**config.mk**
```make
export PLATFORM = sky130hd
export DESIGN_NAME = smc_mute_ctrl
export DESIGN_NICKNAME = d
export VERILOG_FILES = /design/src/pkg/smc_pkg.sv /design/src/design/smc_mute_ctrl.sv
export SDC_FILE = /design/constraint.sdc
export NUM_CORES = 1
export LEC_CHECK = 0
export BUFFER_PORTS_ARGS = -buffer_cell sky130_fd_sc_hd__buf_2
export CORE_UTILIZATION = 50
export CTS_CLUSTER_SIZE = 16
export DETAILED_ROUTE_END_ITERATION = 10
export PLACE_DENSITY = 0.78
export SLEW_MARGIN = 20
export SYNTH_ARGS = -nofsm -noshare
export SYNTH_HDL_FRONTEND = slang
export SYNTH_SLANG_ARGS = --single-unit
```
**constraint.sdc**
```tcl
create_clock -name clk -period 2.6 [get_ports clk]
set_clock_uncertainty 0.05 [all_clocks]
set_input_delay 0.39 -clock clk [delete_from_list [all_inputs] [get_ports clk]]
set_output_delay 0.39 -clock clk [all_outputs]
set_load 0.005 [all_outputs]
```
**src/pkg/smc_pkg.sv**
```systemverilog
package smc_pkg;
    // ---------------------------------------------------------------
    // clock and timing
    // ---------------------------------------------------------------
    localparam int unsigned CLK_HZ           = 125_000_000;
    localparam int unsigned MS_PER_S         = 1000;
    localparam int unsigned TICK_CYCLES      = CLK_HZ / MS_PER_S;
    localparam int unsigned PWRUP_WAIT_S     = 2;
    localparam int unsigned PWRUP_WAIT_MS    = PWRUP_WAIT_S * MS_PER_S;
    localparam int unsigned SIMUL_S          = 3;
    localparam int unsigned SIMUL_MS         = SIMUL_S * MS_PER_S;
    localparam int unsigned DEB_MAX_MS       = 1500;
    localparam int unsigned LIMIT_STEP_MS    = 100;
    localparam int unsigned LIMIT_MAX_STEPS  = 18000;
    localparam logic [14:0] LIMIT_DEF_STEPS  = 15'h012c;
    localparam int unsigned TMR_W            = 22;
    localparam int unsigned DEB_W            = 11;
    // ---------------------------------------------------------------
    // state machine
    // ---------------------------------------------------------------
    typedef enum logic [3:0] {
        SMC_PWRUP = 4'h1,
        SMC_IDLE  = 4'h2,
        SMC_START = 4'h4,
        SMC_MUTED = 4'h8
    } smc_state_t;
endpackage

```
**src/design/smc_mute_ctrl.sv**
```systemverilog
`timescale 1ns/1ps
`default_nettype none
module smc_mute_ctrl
    import smc_pkg::*;
#(
    // cycles per ms tick; a short value lets a bench reach the ms timers
    parameter int unsigned TICK_DIV = TICK_CYCLES
)
(
    // clock and reset
    input  wire logic        clk,
    input  wire logic        arst_n,
    // sensor, guard and operator pins
    input  wire logic        pair_a_sensor_one,
    input  wire logic        pair_a_sensor_two,
    input  wire logic        pair_b_sensor_one,
    input  wire logic        pair_b_sensor_two,
    input  wire logic        mute_permit_input,
    input  wire logic        guard_run,
    input  wire logic        powerup_reset,
    // configuration
    input  wire logic        cfg_pair_b_used,
    input  wire logic        cfg_permit_used,
    input  wire logic        cfg_pwrup_mute,
    input  wire logic        cfg_pwrup_auto,
    input  wire logic [10:0] cfg_deb_open_ms,
    input  wire logic [10:0] cfg_deb_close_ms,
    input  wire logic [14:0] cfg_limit_steps,
    input  wire logic        cfg_limit_inf,
    // status
    output logic             mute_active,
    output logic             guard_out,
    output logic             simul_fault,
    output logic             limit_expired
);
    import smc_pkg::*;

    // the divider is 17 bits, and the tick check needs two quiet cycles
    if (TICK_DIV < 3 || TICK_DIV > 131072) begin : g_bad_tick
        $error("tick divider out of range");
    end

    // ---------------------------------------------------------------
    // input synchronisers
    // ---------------------------------------------------------------
    // pins cross from the field, so two flops before any use
    logic [6:0] pin_raw;
    logic [6:0] sync1_r;
    logic [6:0] sync2_r;
    assign pin_raw = {powerup_reset, guard_run, mute_permit_input, pair_b_sensor_two,
                      pair_b_sensor_one, pair_a_sensor_two, pair_a_sensor_one};
    always_ff @(posedge clk or negedge arst_n) begin
        if (!arst_n) begin
            sync1_r <= 7'h00;
            sync2_r <= 7'h00;
        end else begin
            sync1_r <= pin_raw;
            sync2_r <= sync1_r;
        end
    end

    // ---------------------------------------------------------------
    // state
    // ---------------------------------------------------------------
    typedef struct packed {
        smc_state_t         st;
        logic [16:0]        div;
        logic               tick;
        logic [TMR_W-1:0]   pwr_ms;
        logic [TMR_W-1:0]   sim_ms;
        logic [TMR_W-1:0]   lim_ms;
        logic [DEB_W-1:0]   deb_ms;
        logic               timing;
        logic               sim_bad;
        logic               permit_d;
        logic               permit_cut;
        logic               sim_reset_used;
        logic               rst_d;
        logic               expired;
        logic               guard;
        logic [1:0]         settle;
        logic               armed;
    } smc_reg_t;

    smc_reg_t r;
    smc_reg_t nxt;

    logic pa;
    logic pb;
    logic pa_any;
    logic pb_any;
    logic any_sens;
    logic pair_on;
    logic permit_ok;
    logic run;
    logic pwr_cond;
    logic rst_rise;
    logic lim_hit;
    logic [DEB_W-1:0] close_lim;

    always_comb begin
        pa        = sync2_r[0] & sync2_r[1];
        pb        = cfg_pair_b_used & sync2_r[2] & sync2_r[3];
        pa_any    = sync2_r[0] | sync2_r[1];
        pb_any    = cfg_pair_b_used & (sync2_r[2] | sync2_r[3]);
        any_sens  = pa_any | pb_any;
        pair_on   = pa | pb;
        permit_ok = ~cfg_permit_used | sync2_r[4];
        run       = sync2_r[5];
        rst_rise  = sync2_r[6] & ~r.rst_d;
        pwr_cond  = permit_ok & run & (pa ^ pb);
        lim_hit   = ~cfg_limit_inf &&
                    (r.lim_ms >= TMR_W'(cfg_limit_steps) * TMR_W'(LIMIT_STEP_MS));
        close_lim = (cfg_deb_close_ms > DEB_W'(DEB_MAX_MS)) ? DEB_W'(DEB_MAX_MS)
                                                            : cfg_deb_close_ms;
    end

    always_comb begin
        nxt          = r;
        nxt.rst_d    = sync2_r[6];
        nxt.permit_d = sync2_r[4];
        nxt.tick = 1'b0;
        if (r.div == 17'(TICK_DIV - 1)) begin
            nxt.div  = 17'h00000;
            nxt.tick = 1'b1;
        end else begin
            nxt.div = r.div + 17'h00001;
        end
        // a request is a fresh close; synced pins read open just after reset
        if (r.settle != 2'h3) begin
            nxt.settle = r.settle + 2'h1;
        end
        if (pair_on) begin
            nxt.armed = 1'b0;
        end else if (r.settle == 2'h3) begin
            nxt.armed = 1'b1;
        end
        if (!any_sens) begin
            nxt.timing         = 1'b0;
            nxt.sim_bad        = 1'b0;
            nxt.sim_ms         = '0;
            nxt.sim_reset_used = 1'b0;
            nxt.permit_cut     = 1'b0;
        end else if (!pair_on) begin
            if (!r.timing) begin
                nxt.timing = 1'b1;
                nxt.sim_ms = '0;
            end else if (r.tick && !r.sim_bad) begin
                nxt.sim_ms = r.sim_ms + TMR_W'(1);
                if (r.sim_ms >= TMR_W'(SIMUL_MS - 1)) begin
                    nxt.sim_bad = 1'b1;
                end
            end
            if (cfg_permit_used && !sync2_r[4] && r.permit_d) begin
                nxt.permit_cut = 1'b1;
            end
            if (r.permit_cut && sync2_r[4] && !r.sim_reset_used) begin
                nxt.sim_ms         = '0;
                nxt.sim_bad        = 1'b0;
                nxt.sim_reset_used = 1'b1;
                nxt.permit_cut     = 1'b0;
            end
        end
        case (r.st)
            SMC_PWRUP: begin
                if (r.tick) begin
                    nxt.pwr_ms = r.pwr_ms + TMR_W'(1);
                end
                if (!cfg_pwrup_mute) begin
                    nxt.st = SMC_IDLE;
                end else if (cfg_pwrup_auto) begin
                    if (pwr_cond) begin
                        nxt.st = SMC_MUTED;
                        nxt.lim_ms = '0;
                    end else if (r.pwr_ms >= TMR_W'(PWRUP_WAIT_MS)) begin
                        nxt.st = SMC_IDLE;
                    end
                end else if (rst_rise) begin
                    nxt.st     = pwr_cond ? SMC_MUTED : SMC_IDLE;
                    nxt.lim_ms = '0;
                end
            end
            SMC_IDLE: begin
                nxt.deb_ms = '0;
                if (pair_on && r.armed && run && !r.sim_bad && permit_ok) begin
                    nxt.st = SMC_START;
                end
            end
            SMC_START: begin
                if (!pair_on || !run || !permit_ok) begin
                    nxt.st = SMC_IDLE;
                end else if (r.deb_ms >= cfg_deb_open_ms) begin
                    nxt.st     = SMC_MUTED;
                    nxt.lim_ms = '0;
                    nxt.deb_ms = '0;
                end else if (r.tick) begin
                    nxt.deb_ms = r.deb_ms + DEB_W'(1);
                end
            end
            SMC_MUTED: begin
                if (r.tick) begin
                    nxt.lim_ms = r.lim_ms + TMR_W'(1);
                end
                if (lim_hit) begin
                    nxt.st      = SMC_IDLE;
                    nxt.expired = 1'b1;
                end else if (pair_on) begin
                    nxt.deb_ms = '0;
                end else if (r.deb_ms >= close_lim) begin
                    nxt.st = SMC_IDLE;
                end else if (r.tick) begin
                    nxt.deb_ms = r.deb_ms + DEB_W'(1);
                end
            end
            default: nxt.st = SMC_IDLE;
        endcase
        if (r.st != SMC_MUTED && nxt.st == SMC_MUTED) begin
            nxt.expired = 1'b0;
        end
        nxt.guard = run | (nxt.st == SMC_MUTED);
    end

    always_ff @(posedge clk or negedge arst_n) begin
        if (!arst_n) begin
            r    <= '0;
            r.st <= SMC_PWRUP;
        end else begin
            r <= nxt;
        end
    end

    // ---------------------------------------------------------------
    // outputs
    // ---------------------------------------------------------------
    assign mute_active   = r.st[3];
    assign guard_out     = r.guard;
    assign simul_fault   = r.sim_bad;
    assign limit_expired = r.expired;
endmodule
`default_nettype wire

```
* After elaboration in Yosys (flattened, before gate mapping)
Index checks and enable logic that the tools add are counted.
Storage, ports and cells: flip-flop bits (word level) 124, input port bits 51, output and inout bits 4, logic and storage cells 155
Cells by class: add/subtract/negate cells 6, multiply operators 1, $lt $le $gt $ge 6, equality and inequality tests 24, muxes and demuxes 50, bitwise logic cells 17, reduce and logical (&&, ||, !) cells 32
Operator list (count):
- $mux W22 | 11
- $add A22 B1 Y22 const B | 3
- $mux W11 | 6
- $pmux W22 S3 | 1
- $mux W4 | 12
- $mux W33 | 1
- $pmux W11 S3 | 1
- $ge A11 B11 Y1 | 2
- $ge A22 B11 Y1 const B | 1
- $ge A22 B12 Y1 const B | 1
- $ge A22 B22 Y1 | 1
- $mul A15 B5 Y20 const B | 1
- $add A17 B1 Y17 const B | 1
- $eq A17 B17 Y1 const B | 1
- $mux W17 | 1
- $pmux W4 S4 | 1
- $ne A2 B2 Y1 const B | 7
- $add A11 B1 Y11 const B | 1
- $gt A11 B11 Y1 const B | 1
- $logic_and A1 B1 Y1 | 11
- $mux W1 | 11
- $mux W2 | 5
- $reduce_and A2 Y1 | 5
- $ne A3 B1 Y1 const B | 3
- 21 further kinds | 47

* Logic depth before layout (Yosys ltp)
word-level depth 13, gate-level depth with buffers 24, depth with buffers taken out 23

* Worst setup path before layout
Ideal clock, no wire load.
path kind input port to flip-flop, start point in cfg_limit_steps[6], end point reg r[15] (netlist name), library setup time 110 ps, data arrival time 4778 ps, required time 2440 ps, setup slack -2338 ps, stages on the path 24, path buffers 1, cell sequence ha_1 -> ha_1 -> inv_1 -> fa_1 -> inv_1 -> ha_1 -> and2_1 -> o21ai_0 -> o311ai_0 -> a21oi_1 -> o21bai_1 -> a211oi_1 -> a21oi_1 -> xnor2_1 -> ha_1 -> nand4_1 -> nor3_1 -> o2111ai_1 -> a31o_2 -> and2_1 -> a31oi_1 -> clkbuf_1 -> o21ai_0 -> o41ai_1
Between the ends: longest elaborated chain between the ends 5
Ends and longest elaborated chain:
- start, declared | line smc_mute_ctrl.sv:28 | input wire logic [14:0] cfg_limit_steps,
- $mul A15 B5 Y20 | line smc_mute_ctrl.sv:113 | (r.lim_ms >= TMR_W'(cfg_limit_steps) * TMR_W'(LIMIT_STEP_MS));
- $ge A22 B22 Y1 | line smc_mute_ctrl.sv:113
- $logic_and A1 B1 Y1 | line smc_mute_ctrl.sv:112 | lim_hit = ~cfg_limit_inf &&
- $ne A2 B2 Y1 (no line)
- $reduce_and A4 Y1 (no line)
- end signal, assigned | line smc_mute_ctrl.sv:228 | r <= nxt;
- end, declared | line smc_mute_ctrl.sv:85 | smc_reg_t r;
No other way between the ends. A chain may end at the register's enable or synchronous reset.

* Final worst setup path
start point in cfg_limit_steps[3], end point reg r[16] (netlist name)
Same word-level chain as after synthesis.

==> metrics.txt <==
first-pass GRT wire length=approximately 33000 um; Placer Congestion=0.863; Logic pwr share=around 25%; fmax=0.223 GHz; WP buf/inv=2; Via-to-Cell Ratio=between 5 and 6; antenna-violating nets left=0; fin crit period=4.48 ns; CTS sink cnt=approximately 120; Syn-to-layout area delta=28.7%; crit path to=r[16]; crit-path most repeated cell=ha_4; syn_nets=1046; DP Area=between 9000 and 10000 um^2; fin nets=1219; CP Depth=23; unrepaired setup endpoints after global routing=true; total CTS buffers=17; maximum vdd drop=between 0.4 and 0.5 mV; Avg WL per Cell=14.7 um; Final setup viols=32; fin. max-slew vios=0; pwr/cell area=541 nW/um^2; Site Rows=46; critical path endpoint category=flop; Max FO, Critical Path=6; vias in the first global route=7095; Core ar.=16100 um^2; Leakage=5.20 nW; dominant synthesized flop cell=dfrtp_1; synthesized area per cell=9.45 um^2; Worst-path clk slew=roughly 0.06 ns; DP HPWL=13400 um; fraction of layout cells with a size suffix above 1=approximately 27%; Post-synth ARST share=100%; period utilisation layout=172%; vias=roughly 7000; switch share=27.5%; failing checks=negative setup slack; grt total ovfl=0; NetSw=1.60 mW; Final Hold Fails=0; Clock Path Buffers=2; Reg-to-Reg Start=r[16]; Detailed Route Iter0 Violations=350; Initial Utilization=51.8%; capturing point of the worst reg2reg path=r[20]; clk_lat worst skew=0.42 ns; status=complete, but fails checks; CTS tree=yes; Crit Path Category=in -> reg; Clk pwr share=40.9%; number of synthesized flops with an enable pin=0; Reg power frac=approximately 34%; most frequent cells in the layout=dfrtp_1 (123), buf_4 (107), nor2_1 (100); die area=17200 um^2; io pins=55; Initial DRT Pass Iterations=5; Hold Worst Slack=0.0188 ns; n_diodes=0; Max-cap violations=0; largest net degree at the start of global routing=47; Worst path max stage delay=~0.44 ns; Final WS setup=-1.88 ns; HP Class=in -> reg; P_int=4.21 mW; final instance area=10800 um^2; CP Data Required Time=2.90 ns; GRT Util Overall=23.2%; post-synthesis register bit count=124; die height=between 100 and 150 um; register area share after synthesis=37.2%; crit-path cells=buf_8, ha_4, ha_4, fa_1, ha_4, nor2b_4, o21a_1, o21ai_2, a211oi_2, o31ai_2, o21bai_1, a21oi_1, xor2_1, ha_1, nand4_1, nor3_2, o2111ai_1, a31o_2, and2_4, a31oi_4, buf_6, o21ai_1, o21ai_2; Worst path slowest cell=fa_1; DRC=0; end-of-flow core utilization=~67%; worst reg2reg path depth=9; post-synthesis cell type count=66; cell family with most CP delay=compound AO/OA/AOI/OAI gates; Layout fillers=1210; drt total wl=roughly 19000 um; most common cell after layout, fill and taps aside=dfrtp_1; Syn Inst Count=884; netlist area before placement=8360 um^2; CTS H-tree depth=4; Critical Path AT=4.78 ns; initial antenna violation count=0; Place WS=-2.37 ns; YS warnings=0; crit path from=cfg_limit_steps[3]; chip width=131 um; Root Driver=clkbuf_16; Worst slew margin=between 40% and 50%; FF-to-FF setup slack=-0.17 ns; PortBufs=54; pin slew with the least headroom to its limit=0.834 ns; Setup crit start kind=input port
metal layers:
metal	part of all wire (%)	track usage, %	up-vias
met3	3.3	4.13	36
met2	50	38.9	164
met1	45	30.0	3344
met4	2.0	8.27	0
li1	-	-	3432
met5	0	0	-
sequential cells by signal (all words and copies together) (netlist names):
name,cells
guard_out,1
limit_expired,1
mute_active,1
r,106
simul_fault,1
sync1_r,7
sync2_r,7
worst min-delay path by stage:
stage / start / cells after the start / slack (ns) / to
CTS: mute_permit_input / 1 / 0.01 / sync1_r[4]
detailed placement: sync1_r[2] / 0 / 0.29 / sync2_r[2]
floorplan: arst_n / 0 / 0.04 / guard_out
global route: pair_b_sensor_two / 1 / 0.01 / sync1_r[3]
finish: pair_b_sensor_two / 1 / 0.02 / sync1_r[3]
global placement: sync1_r[2] / 0 / 0.28 / sync2_r[2]
worst reg2reg max path, delay by kind of cell (launching register included):
| kind | cells | cell delay [ns] |
|---|---|---|
| compound gates | 5 | 1.35 |
| simple gates | 3 | 0.56 |
| flops | 1 | 0.39 |
| fa+ha+maj | 1 | 0.32 |
power by group through the flow:
stage	sequential [mW]	combinational [mW]	clock, mW
3_5_place_dp	2.01	1.27	0
6_report	1.98	1.45	2.38
3_3_place_gp	2.01	1.24	0
2_1_floorplan	2.00	0.787	0
5_1_grt	1.98	1.63	2.49
4_1_cts	1.98	1.35	2.40
layout make-up:
class / instances / area, um^2 / area share, %
Sequential cell: 124 / 3100 / 28.9
Multi-Input combinational cell: 674 / 5320 / 49.5
Timing Repair Buffer: 166 / 1180 / 11.0
Tap cell: 216 / 270 / 2.51
Clock buffer: 17 / 425 / 3.96
Clock inverter: 15 / 173 / 1.61
Inverter: 74 / 278 / 2.58
logic make-up after synthesis:
family / Yosys count / synth area share [%]
simple gates: 331 / 20.7
compound gates: 143 / 11.0
flops: 124 / 37.2
fa+ha+maj: 111 / 17.5
xor+xnor: 87 / 9.12
buf+inv: 87 / 4.36
mux: 1 / 0.135
through the flow:
stage	total power, mW	TNS (ns)	instances
finish	5.81	-27.89	1286
global route	6.10	-34.31	1286
CTS	5.73	-28.25	1282
detailed placement	3.28	-37.78	1238
global placement	3.25	-35.75	1238
floorplan	2.79	-26.95	884
Yosys cell counts (5+ instances only):
library cell,n,area share [%]
nand2b_1,12,0.90
nor3_1,15,0.90
a21oi_1,39,2.3
a21o_1,7,0.63
o31ai_1,5,0.45
nor4_1,8,0.60
and2_1,10,0.75
fa_1,10,2.4
nor2_1,100,4.5
nor2b_1,11,0.82
dfrtp_1,123,37
inv_1,74,3.3
a211oi_1,8,0.72
o21ai_0,43,2.6
xnor2_1,49,5.1
nand4_1,15,1.1
ha_1,101,15
xor2_1,38,4.0
nand3_1,40,2.4
clkbuf_1,5,0.22
and3_1,19,1.4
nand2_1,63,2.8
or3_1,6,0.45
o21a_1,6,0.54
what timing repair did:
item,in CTS,in global routing
endpoints found under the hold margin,42,0
pin swaps,17,31
gates resized for setup,31,37
gates cloned,2,0
buffers inserted,10,6
hold buffers,1,0
endpoints found under the setup margin,33,36
Power figures use the tool's default switching activity.
